===== config.mk =====
export PLATFORM = sky130hd
export DESIGN_NAME = cfcr_device_flat
export DESIGN_NICKNAME = d
export VERILOG_FILES = /design/src/include/cfcr_pkg.sv /design/src/include/cfcr_if.sv /design/src/rtl/cfcr_device.sv /design/src/flat_wrapper.sv
export VERILOG_INCLUDE_DIRS = /design/src /design/src/include
export SDC_FILE = /design/constraint.sdc
export NUM_CORES = 1
export LEC_CHECK = 0
export ABC_AREA = 0
export BUFFER_PORTS_ARGS = -buffer_cell sky130_fd_sc_hd__buf_2
export CAP_MARGIN = 15
export CELL_PAD_IN_SITES_DETAIL_PLACEMENT = 1
export CELL_PAD_IN_SITES_GLOBAL_PLACEMENT = 2
export CORE_UTILIZATION = 35
export CTS_BUF_LIST = sky130_fd_sc_hd__clkbuf_2 sky130_fd_sc_hd__clkbuf_4 sky130_fd_sc_hd__clkbuf_8
export DETAILED_ROUTE_END_ITERATION = 10
export PLACE_DENSITY_LB_ADDON = 0.1
export SYNTH_ARGS = -nofsm -noshare
export SYNTH_HDL_FRONTEND = slang
export SYNTH_SLANG_ARGS = --single-unit

===== constraint.sdc =====
create_clock -name aclk -period 13.1 [get_ports aclk]
set_input_delay 1.31 -clock aclk [delete_from_list [all_inputs] [get_ports aclk]]
set_output_delay 1.31 -clock aclk [all_outputs]
set_load 0.02 [all_outputs]

===== src/include/cfcr_map.svh =====
`ifndef CFCR_MAP_SVH
`define CFCR_MAP_SVH

// device register offsets on the link
`define CFCR_A_OFS_LOW 8'h73
`define CFCR_A_OFS_HIGH 8'h74
`define CFCR_A_BAND 8'h75
`define CFCR_A_NOM_HIGH 8'h76
`define CFCR_A_NOM_LOW 8'h77
`define CFCR_A_MISC 8'h78
`define CFCR_A_HOP_CH 8'h79
`define CFCR_A_HOP_STEP 8'h7a
`define CFCR_A_TURN 8'h7b
`define CFCR_A_TXCTL 8'h7c

// device reset values
`define CFCR_R_OFS_LOW 8'h00
`define CFCR_R_OFS_HIGH 8'h00
`define CFCR_R_BAND 8'h75
`define CFCR_R_NOM_HIGH 8'hbb
`define CFCR_R_NOM_LOW 8'h80
`define CFCR_R_MISC 8'h00
`define CFCR_R_HOP_CH 8'h00
`define CFCR_R_HOP_STEP 8'h00
`define CFCR_R_TURN 8'h7b
`define CFCR_R_TXCTL 8'h37

// field positions
`define CFCR_B_BAND_KEEP 5
`define CFCR_B_SIDE_BAND 6
`define CFCR_B_ALT_AMP 3
`define CFCR_B_LEN_CRC 7
`define CFCR_B_TURN_EN 2

// carrier arithmetic, in half hertz
`define CFCR_BAND_BASE 24
`define CFCR_BAND_HALF_HZ 40000000
`define CFCR_OFFSET_HALF_HZ 625
`define CFCR_HOP_HALF_HZ 20000
`define CFCR_CRC_BYTES 2

// controller registers on the axi4-lite side (byte addresses)
`define CFCR_H_CMD 5'h00
`define CFCR_H_STAT 5'h04
`define CFCR_H_IRQ_STAT 5'h08
`define CFCR_H_IRQ_MASK 5'h0c
`define CFCR_H_CMD_WRITE 16
`define CFCR_H_PHASE_MIN 2'h1

`endif


===== src/include/cfcr_pkg.sv =====
package cfcr_pkg;

    // controller sequencing states
    typedef enum logic [1:0] {hs_idle, hs_merge, hs_wait} cfcr_hstate_t;

    // whole state of the device end
    typedef struct packed {
        logic [7:0] ofs_low; // written offset, low byte
        logic [7:0] ofs_high; // written offset, top two bits
        logic [7:0] band;     // band select byte
        logic [7:0] nom_high; // nominal carrier word, high
        logic [7:0] nom_low; // nominal carrier word, low
        logic [7:0] misc;     // miscellaneous settings
        logic [7:0] hop_ch;   // hop channel
        logic [7:0] hop_step; // hop step, 10 khz units
        logic [7:0] turn;     // turn-around and length mode
        logic [7:0] txctl;    // tx almost-full threshold
        logic [9:0] afc;      // latest afc correction
        logic [7:0] rdata;    // read answer
        logic rvalid;         // read answer strobe
        logic afull;          // tx almost full
        logic [35:0] carrier; // carrier in half hertz
        logic shift;          // turn-around shift pulse
        logic shift_done;     // shift already given this byte
        logic [7:0] payload;  // payload byte count
    } cfcr_dev_t;

    // whole state of the controller end
    typedef struct packed {
        cfcr_hstate_t st;  // sequencer state
        logic [7:0] addr;  // link address
        logic [7:0] wdata; // link write data
        logic wr;          // link write strobe
        logic rd;          // link read strobe
        logic [7:0] rback; // last read byte
        logic [1:0] irq_stat; // sticky events
        logic [1:0] irq_mask; // event mask
        logic afull_d;     // previous almost-full
        logic bvalid;      // axi write response
        logic [1:0] bresp;
        logic rvalid;      // axi read response
        logic [1:0] rresp;
        logic [31:0] rdata;
    } cfcr_host_t;

endpackage


===== src/include/cfcr_if.sv =====
// register link between controller and transceiver register bank
interface cfcr_if;
    logic [7:0] addr;  // register offset
    logic [7:0] wdata; // write byte
    logic wr;          // one-cycle write strobe
    logic rd;          // one-cycle read strobe
    logic [7:0] rdata; // read byte
    logic rvalid;      // read answer strobe
    logic tx_afull;    // tx almost-full level
    modport dev (input addr, wdata, wr, rd,
                 output rdata, rvalid, tx_afull);
    modport host (output addr, wdata, wr, rd,
                  input rdata, rvalid, tx_afull);
endinterface


===== src/rtl/cfcr_device.sv =====
// Contract
// - offset is ten-bit two's complement, split bytes
// - one offset step moves carrier 312.5 Hz
// - offset reads return latest afc correction
// - band index steps carrier 20 MHz per count
// - host always writes one to band bit 5
// - carrier equals band, word, offset, hop formula
// - hop channel times step adds displacement
// - hop step counts in 10 kHz units
// - misc bit 3 selects alternate amp sequence
// - host leaves oscillator trim field unchanged
// - length bit 7 makes length count crc
// - host enables crc separately in crc mode; the host has no crc enable logic
// - turn-around bit 2 shifts frequency last byte
// - phase field picks shift bit position
// - host avoids too early turn-around phase
// - six-bit tx almost-full threshold is held
`include "cfcr_map.svh"

module cfcr_device
    import cfcr_pkg::*;
#(
    parameter int FILL_W = 7 // tx buffer fill count width
) (
    input wire logic aclk, // system clock
    input wire logic aresetn, // synchronous reset, active low
    cfcr_if.dev link, // register link

    // modem and afc side
    input wire logic afc_valid, // new afc result strobe
    input wire logic [9:0] afc_offset, // afc result, two's complement
    input wire logic [FILL_W-1:0] tx_fill, // tx buffer fill level
    input wire logic [7:0] pkt_len, // programmed packet length
    input wire logic last_byte, // modem is on the last byte
    input wire logic [2:0] bit_index, // bit being sent in byte

    // decoded settings for the radio
    output logic [35:0] carrier_half_hz, // carrier, half hertz
    output logic [4:0] band_index, // selected band
    output logic side_band, // side band select
    output logic alternate_amp_sequence, // amp sequence choice
    output logic [2:0] rcosc_trim, // oscillator trim
    output logic len_includes_crc, // length counts crc
    output logic [7:0] payload_len, // payload bytes in length
    output logic turnaround_shift, // one-cycle shift pulse
    output logic tx_almost_full // tx almost-full level
);

    // the threshold is six bits wide, the counter must hold it
    // wider counts are fine, the threshold is padded
    if (FILL_W < 6) begin : g_fill_chk
        $error("cfcr_device: FILL_W must be at least 6");
    end

    cfcr_dev_t st_ff; // registered state
    cfcr_dev_t nxt_st; // next state

    // next-state logic: link access, afc capture, derived values
    always_comb begin
        logic [9:0] ofs_wr;
        logic [35:0] band_part;
        logic signed [35:0] off_part;
        logic [35:0] hop_part;
        logic [5:0] thr;

        // defaults, so no path leaves a latch
        ofs_wr = 10'h000;
        band_part = 36'h0;
        off_part = 36'sh0;
        hop_part = 36'h0;
        thr = 6'h00;
        // hold by default; pulses drop unless raised
        nxt_st = st_ff;
        nxt_st.rvalid = 1'b0;
        nxt_st.shift = 1'b0;

        // host writes; reserved read-only bits stay zero
        if (link.wr) begin
            case (link.addr)
                `CFCR_A_OFS_LOW: nxt_st.ofs_low = link.wdata;
                // only the sign and bit 8 live here
                `CFCR_A_OFS_HIGH: begin
                    nxt_st.ofs_high = {6'h00, link.wdata[1:0]};
                end
                // bit 7 is read-only
                `CFCR_A_BAND: nxt_st.band = {1'b0, link.wdata[6:0]};
                `CFCR_A_NOM_HIGH: nxt_st.nom_high = link.wdata;
                `CFCR_A_NOM_LOW: nxt_st.nom_low = link.wdata;
                // trim bits arrive merged by the host
                `CFCR_A_MISC: nxt_st.misc = link.wdata;
                `CFCR_A_HOP_CH: nxt_st.hop_ch = link.wdata;
                `CFCR_A_HOP_STEP: nxt_st.hop_step = link.wdata;
                `CFCR_A_TURN: nxt_st.turn = link.wdata;
                `CFCR_A_TXCTL: nxt_st.txctl = link.wdata;
                default: ; // other offsets are not in this bank
            endcase
        end

        // host reads answer on the next edge; unmapped reads zero
        if (link.rd) begin
            nxt_st.rvalid = 1'b1;
            case (link.addr)
                // reads show the correction, not the write
                `CFCR_A_OFS_LOW: nxt_st.rdata = st_ff.afc[7:0];
                `CFCR_A_OFS_HIGH: begin
                    nxt_st.rdata = {6'h00, st_ff.afc[9:8]};
                end
                `CFCR_A_BAND: nxt_st.rdata = st_ff.band;
                `CFCR_A_NOM_HIGH: nxt_st.rdata = st_ff.nom_high;
                `CFCR_A_NOM_LOW: nxt_st.rdata = st_ff.nom_low;
                `CFCR_A_MISC: nxt_st.rdata = st_ff.misc;
                `CFCR_A_HOP_CH: nxt_st.rdata = st_ff.hop_ch;
                `CFCR_A_HOP_STEP: nxt_st.rdata = st_ff.hop_step;
                `CFCR_A_TURN: nxt_st.rdata = st_ff.turn;
                `CFCR_A_TXCTL: nxt_st.rdata = st_ff.txctl;
                // unmapped offsets answer zero
                default: nxt_st.rdata = 8'h00;
            endcase
        end

        // the afc result replaces what software reads back
        if (afc_valid) begin
            // a host offset write leaves it alone
            nxt_st.afc = afc_offset;
        end

        // carrier in half hertz keeps the 312.5 hz step exact
        ofs_wr = {st_ff.ofs_high[1:0], st_ff.ofs_low};
        // each band count is a 20 mhz step
        band_part = 36'(st_ff.band[4:0] + 6'(`CFCR_BAND_BASE))
            * 36'(`CFCR_BAND_HALF_HZ);
        // word unsigned, offset signed
        off_part = (36'(signed'({2'b00, st_ff.nom_high, st_ff.nom_low}))
            + 36'(signed'(ofs_wr))) * 36'sd625;
        // channel times step, step in 10 khz
        hop_part = 36'(st_ff.hop_ch) * 36'(st_ff.hop_step)
            * 36'(`CFCR_HOP_HALF_HZ);
        nxt_st.carrier = band_part + 36'(off_part) + hop_part;

        // level follows the fill count against the threshold
        // a new threshold acts from the next edge
        thr = st_ff.txctl[5:0];
        nxt_st.afull = (tx_fill >= FILL_W'(thr));

        // length mode: crc bytes are removed to get the payload
        if (st_ff.turn[`CFCR_B_LEN_CRC]) begin
            // guard lengths below the crc size
            if (pkt_len >= 8'(`CFCR_CRC_BYTES)) begin
                nxt_st.payload = pkt_len - 8'(`CFCR_CRC_BYTES);
            end else begin
                nxt_st.payload = 8'h00; // too short to hold crc
            end
        end else begin
            nxt_st.payload = pkt_len;
        end

        // one shift per last byte, at bit 4 plus the phase value
        // shift_done keeps it to one pulse per byte
        if (!last_byte) begin
            nxt_st.shift_done = 1'b0;
        end else if (st_ff.turn[`CFCR_B_TURN_EN] && !st_ff.shift_done
                     && bit_index == {1'b1, st_ff.turn[1:0]}) begin
            nxt_st.shift = 1'b1;
            nxt_st.shift_done = 1'b1;
        end
    end

    // state register with documented reset bytes
    always_ff @(posedge aclk) begin
        if (!aresetn) begin
            // afc, pulses and derived values start at zero
            st_ff <= '0;
            st_ff.ofs_low <= `CFCR_R_OFS_LOW;
            st_ff.ofs_high <= `CFCR_R_OFS_HIGH;
            st_ff.band <= `CFCR_R_BAND;
            st_ff.nom_high <= `CFCR_R_NOM_HIGH;
            st_ff.nom_low <= `CFCR_R_NOM_LOW;
            st_ff.misc <= `CFCR_R_MISC;
            st_ff.hop_ch <= `CFCR_R_HOP_CH;
            st_ff.hop_step <= `CFCR_R_HOP_STEP;
            st_ff.turn <= `CFCR_R_TURN;
            st_ff.txctl <= `CFCR_R_TXCTL;
        end else begin
            // no enable: every edge loads
            st_ff <= nxt_st;
        end
    end

    // outputs straight from the state
    assign link.rdata = st_ff.rdata;
    assign link.rvalid = st_ff.rvalid;
    assign link.tx_afull = st_ff.afull;

    // settings as the radio sees them
    assign carrier_half_hz = st_ff.carrier;
    assign band_index = st_ff.band[4:0];
    assign side_band = st_ff.band[`CFCR_B_SIDE_BAND];
    assign alternate_amp_sequence = st_ff.misc[`CFCR_B_ALT_AMP];
    assign rcosc_trim = st_ff.misc[2:0];

    // length and turn-around decode
    assign len_includes_crc = st_ff.turn[`CFCR_B_LEN_CRC];
    assign payload_len = st_ff.payload;
    assign turnaround_shift = st_ff.shift;
    assign tx_almost_full = st_ff.afull;

endmodule


===== src/flat_wrapper.sv =====
// flat-port wrapper written by rule: the top's interface ports become plain ports
module cfcr_device_flat import cfcr_pkg::*;
#(
    parameter int FILL_W = 7                              
)
  (aclk, aresetn, afc_valid, afc_offset, tx_fill, pkt_len, last_byte, bit_index, carrier_half_hz, band_index, side_band, alternate_amp_sequence, rcosc_trim, len_includes_crc, payload_len, turnaround_shift, tx_almost_full, link_addr, link_wdata, link_wr, link_rd, link_rdata, link_rvalid, link_tx_afull);
  cfcr_if link_i ();
  input wire logic aclk;
  input wire logic aresetn;
  input wire logic afc_valid;
  input wire logic [9:0] afc_offset;
  input wire logic [FILL_W-1:0] tx_fill;
  input wire logic [7:0] pkt_len;
  input wire logic last_byte;
  input wire logic [2:0] bit_index;
  output logic [35:0] carrier_half_hz;
  output logic [4:0] band_index;
  output logic side_band;
  output logic alternate_amp_sequence;
  output logic [2:0] rcosc_trim;
  output logic len_includes_crc;
  output logic [7:0] payload_len;
  output logic turnaround_shift;
  output logic tx_almost_full;
  input wire logic [$bits(link_i.addr)-1:0] link_addr;
  input wire logic [$bits(link_i.wdata)-1:0] link_wdata;
  input wire logic [$bits(link_i.wr)-1:0] link_wr;
  input wire logic [$bits(link_i.rd)-1:0] link_rd;
  output wire logic [$bits(link_i.rdata)-1:0] link_rdata;
  output wire logic [$bits(link_i.rvalid)-1:0] link_rvalid;
  output wire logic [$bits(link_i.tx_afull)-1:0] link_tx_afull;
  assign link_i.addr = link_addr;
  assign link_i.wdata = link_wdata;
  assign link_i.wr = link_wr;
  assign link_i.rd = link_rd;
  assign link_rdata = link_i.rdata;
  assign link_rvalid = link_i.rvalid;
  assign link_tx_afull = link_i.tx_afull;
  cfcr_device #(.FILL_W(FILL_W)) u_core (.aclk(aclk), .aresetn(aresetn), .link(link_i), .afc_valid(afc_valid), .afc_offset(afc_offset), .tx_fill(tx_fill), .pkt_len(pkt_len), .last_byte(last_byte), .bit_index(bit_index), .carrier_half_hz(carrier_half_hz), .band_index(band_index), .side_band(side_band), .alternate_amp_sequence(alternate_amp_sequence), .rcosc_trim(rcosc_trim), .len_includes_crc(len_includes_crc), .payload_len(payload_len), .turnaround_shift(turnaround_shift), .tx_almost_full(tx_almost_full));
endmodule

Yosys cells after proc, flatten, opt, wreduce, memory -nomap -nowiden --
Index checks and enable logic that the tools add are counted.
Cells by class: add/sub/neg operators 5, $mul 4, magnitude comparators 2, equal/unequal tests 11, multiplexer cells 5, reduce and logical (&&, ||, !) cells 14
Operator list (number):
- $eq A8 B7 Y1 const B | 10
- $pmux W8 S10 | 1
- $add A36 B31 Y36 | 1
- $add A36 B36 Y36 | 1
- $mul A36 B11 Y36 const B | 1
- $mul A36 B17 Y27 const B | 1
- $mul A16 B10 Y26 const B | 1
- $reduce_and A2 Y1 | 11
- $add A17 B10 Y18 | 1
- $mul A8 B8 Y16 | 1
- $mux W8 | 2
- $ge A8 B2 Y1 const B | 1
- $sub A8 B2 Y8 const B | 1
- $ge A7 B6 Y1 | 1
- $add A5 B5 Y6 const B | 1
- $eq A3 B3 Y1 | 1
- $logic_and A1 B1 Y1 | 2
- $mux W2 | 1
- $logic_not A1 Y1 | 1
- $mux W1 | 1
Word-level totals: flip-flop bits (word level) 139, input port bits 50

Longest topological paths before layout --
word-level depth 4, gate-level depth with buffers 53, gate-level depth less buffers 51

Worst setup path before layout --
Ideal clock, no wire load.
path type register -> register, start point register u_core.st_ff[89] in the netlist's numbering, end point register u_core.st_ff (netlist bit u_core.carrier_half_hz[32]), setup time 0.133 ns, arrival time 11.468 ns, data required time 12.967 ns, slack 1.499 ns, stages on the path, launching flop included 47, cells stage by stage dfxtp_1 -> clkbuf_1 -> nand2_1 -> fa_1 -> fa_1 -> inv_1 -> fa_1 -> inv_1 -> fa_1 -> inv_1 -> ha_1 -> a21boi_0 -> o21ai_1 -> nor2b_1 -> xnor2_1 -> inv_1 -> fa_1 -> ha_1 -> [... 11 more ...] -> inv_1 -> fa_1 -> inv_1 -> fa_1 -> inv_1 -> fa_1 -> fa_1 -> inv_1 -> ha_1 -> buf_6 -> a21o_1 -> a21o_1 -> a2111o_1 -> a211o_1 -> a21boi_2 -> o21ai_2 -> nand4_1 -> o311ai_2
Between the ends: longest elaborated chain between the ends 3
RTL lines:
- from (decl) | RTL line cfcr_device.sv:55 | cfcr_dev_t st_ff;
- from (signal assigned) | RTL line cfcr_device.sv:185 | st_ff <= nxt_st;
- $mul A8 B8 Y16 | RTL line cfcr_device.sv:136 | hop_part = 36'(st_ff.hop_ch) * 36'(st_ff.hop_step)
- $mul A16 B10 Y26 | RTL line cfcr_device.sv:136
- $add A36 B31 Y36 | RTL line cfcr_device.sv:138 | nxt_st.carrier = band_part + 36'(off_part) + hop_part;
Every way passes these cells. A chain may end at the register's enable or synchronous reset.

Worst setup path after layout --
start point register u_core.st_ff[90] in the netlist's numbering, end point register u_core.st_ff (netlist bit u_core.carrier_half_hz[29])
The elaborated chain is that of the path after synthesis.

==> run_results.csv <==
group,metric,value,unit
clock_tree,numClockSinks,139,
timing,setup-violations-final,0,
pwr,p_leak,10.2,nW
route,dr.first_iter.drc_count,644,
critical_path,crit_path_end_kind,"flop",
synthesis,synthTopCellsByArea,"ha_1 (21%), fa_1 (20%), dfxtp_1 (15%)",
place,io_buffers,116,
synthesis,synthFlopType,"dfxtp_1",
pwr,power_frac_seq,44.9,%
route,ant_nets,0,
pwr,switchingPower,0.328,mW
critical_path,cp_max_fo,10,
route,dr.pass1.iters,5,
route,via_count,13984,
critical_path,path_common_cell,"fa_1",
synthesis,synth_common_cells,"inv_1 (410), ha_1 (305), fa_1 (183)",
cells_and_area,layout-drive-gt1-share,9.59,%
cells_and_area,nFillCells,6100,
floorplanning,num_rows,83,
clock_tree,cts_tree,"built",
clock_tree,numCtsBuffers,17,
timing,post-route-min-period,12.43,ns
synthesis,ys_ff_latch,139,
global_route,grt_pass1_wl,81000,um
synthesis,synth_area,18100,sq um
synthesis,synth_most_common_cell,"inv_1",
route,wl_per_cell,17.3,um
synthesis,yosysWarnings,0,
clock_tree,clk_pin_slew,0.10,ns
timing,fin_crit_sh,94.9,%
synthesis,syn_inst,2100,
synthesis,synth_area_leader_cell,"ha_1",
pwr,combinationalPowerShare,17.1,%
synthesis,ys_types,79,
global_route,grt_max_degree,77,
pwr,switching_share,33.4,%
timing,hold_viol,0,
route,vias_per_cell,4.94,
pwr,p_int,0.655,mW
synthesis,avgSynthCellArea,8.63,sq um
place,hpwl,40500,um
timing,fin_ws,0.670,ns
timing,drv_slew,0,
critical_path,critPathRequiredTime,13.54,ns
floorplanning,coreArea,51200,sq um
timing,rsz0062_at_grt,"no",
floorplanning,io_pins,117,
timing,setup_tns,0,ns
route,drc_errors,0,
clock_tree,cts-root-buf,"clkbuf_8",
floorplanning,fp.dieArea,52700,sq um
place,post-place-ws,0.280,ns
critical_path,worstPathArrival,12.87,ns
place,globalplace.congestion,0.817,
synthesis,synth_nets,2638,
flow_run,cap_viol_max_count,0,
synthesis,async_flop_share,0,%
status,status,"finished, final reports clean",
clock_tree,cts_htree_levels,4,
floorplanning,die_x,230,um
synthesis,yosysTopAreaCellShare,21.1,%
global_route,grt_pass1_vias,14718,
timing,slew_headroom,23.8,%
clock_tree,cts_hold_buf,0,
cells_and_area,syn_to_final_growth,7.29,%
timing,skew,0.0168,ns
pwr,power_density,50.6,nW/um^2
global_route,grtUsageTotal,19.6,%
floorplanning,dieHeight,230,um
pwr,ir_worst_vdd,0.0595,mV
route,wirelength,49100,um
timing,worst_pin_slew,1.14,ns
critical_path,cp_slowest_cell,"nor2_1",
critical_path,cp-start-kind,"flop",
timing,fmax,80.4,MHz
clock_tree,clk_latency,0.54,ns
floorplanning,start_util,35.4,%
pwr,clockPowerShare,38.0,%
synthesis,synth_edf_count,0,
synthesis,yosysSeqAreaShare,15.4,%
critical_path,slowest_delay,0.57,ns
critical_path,crit_type,"flop to flop",
cells_and_area,nets,2673,
global_route,overflow,0,
cells_and_area,post-route-util,38.0,%
global_route,antenna_found_initial,1,
worst_hold_path,hold_path.class,"flop to flop",
clock_tree,clockBufferDepth,2,
[layout make-up]
type	instances	area [sq um]	area share [%]
multi-input combinational	1430	13100	67.6
sequential	139	2790	14.3
inverter	411	1540	7.94
tap	680	851	4.37
timing repair buffer	136	728	3.74
clock buffer	17	234	1.20
clock inverter	15	158	0.811
antenna	1	2.50	0.0129
[path summary, 6_finish.rpt]
check	from	to	slack, ns	depth (start not counted)
worst max-delay path	u_core.st_ff[90]$_SDFFE_PN0P_	u_core.carrier_half_hz[29]$_SDFF_PN0_	0.67	41
worst min-delay path	u_core.st_ff[8]$_SDFFE_PN0P_	u_core.turnaround_shift$_SDFF_PN0_	0.46	1
worst min register to register	u_core.st_ff[8]$_SDFFE_PN0P_	u_core.turnaround_shift$_SDFF_PN0_	0.46	1
worst max register to register	u_core.st_ff[90]$_SDFFE_PN0P_	u_core.carrier_half_hz[29]$_SDFF_PN0_	0.67	41
[metal layers]
layer / track usage, % / part of all wire (%) / wire, um
met5: 0 / 0 / 0
met4: 4.81 / 1.6 / 772
met3: 3.06 / 3.1 / 1520
met2: 30.7 / 46 / 22600
met1: 27.8 / 49 / 24100
[cells by family after synthesis]
| logic type | Yosys count | synth area share (%) |
|---|---|---|
| compound gates | 328 | 12.0 |
| xor+xnor | 88 | 4.33 |
| fa+ha+maj | 488 | 41.3 |
| buf+inv | 531 | 12.3 |
| flops | 139 | 15.4 |
| mux | 17 | 0.939 |
| simple gates | 509 | 13.8 |
[worst max-delay path, delay by kind of cell (launching register included)]
kind,cells,cell delay [ns]
simple gates,8,2.26
fa+ha+maj,17,7.55
compound gates,7,1.57
flops,1,0.50
buf+inv,9,0.46
[through the flow]
stage | cell area, sq um | hold WS, ns | total power, mW | cells
after floorplan | 18100 | 0.409 | 0.583 | 2100
after global placement | 19000 | 0.422 | 0.619 | 2793
after detailed placement | 19000 | 0.434 | 0.619 | 2793
after CTS | 19400 | 0.456 | 1.01 | 2825
after global routing | 19400 | 0.480 | 1.04 | 2829
final | 19400 | 0.458 | 0.984 | 2829
[sequential cells by signal, indices dropped and copies added (netlist names)]
register	count
u_core.band_index	5
u_core.payload_len	8
u_core.side_band	1
u_core.carrier_half_hz	36
u_core.st_ff	73
u_core.link.rvalid	1
u_core.link.tx_afull	1
u_core.rcosc_trim	3
u_core.link.rdata	8
u_core.alternate_amp_sequence	1
u_core.len_includes_crc	1
u_core.turnaround_shift	1
[power by group through the flow]
stage          logic [mW]  registers, mW  clock network (mW)
2_1_floorplan       0.133          0.450                   0
3_3_place_gp        0.168          0.451                   0
3_5_place_dp        0.169          0.451                   0
4_1_cts             0.171          0.442               0.393
5_1_grt             0.188          0.443               0.408
6_report            0.168          0.441               0.374
[repair_timing]
action	4_1_cts	5_1_grt
endpoints found under the setup margin	0	9
buffers inserted	0	2
gates resized for setup	0	10
[cell usage in the layout (no fill, tap or decap), types with 14 or more instances in the layout]
cell      count
clkbuf_8     17
ha_1        305
nand2_1     164
nor2_1       82
a21o_1       27
xnor2_1      53
a22oi_1      19
buf_4        19
xor2_1       32
nor2b_1      19
inv_1       409
buf_2       116
and2_1       68
fa_1        183
nor3_1       19
dfxtp_1     133
a21oi_1     122
nand2b_1     17
o21ai_0      35
mux2i_1      17
nand3_1      80
o211ai_1     17
o21a_1       14
No activity file was read; power rests on OpenSTA's default activity.
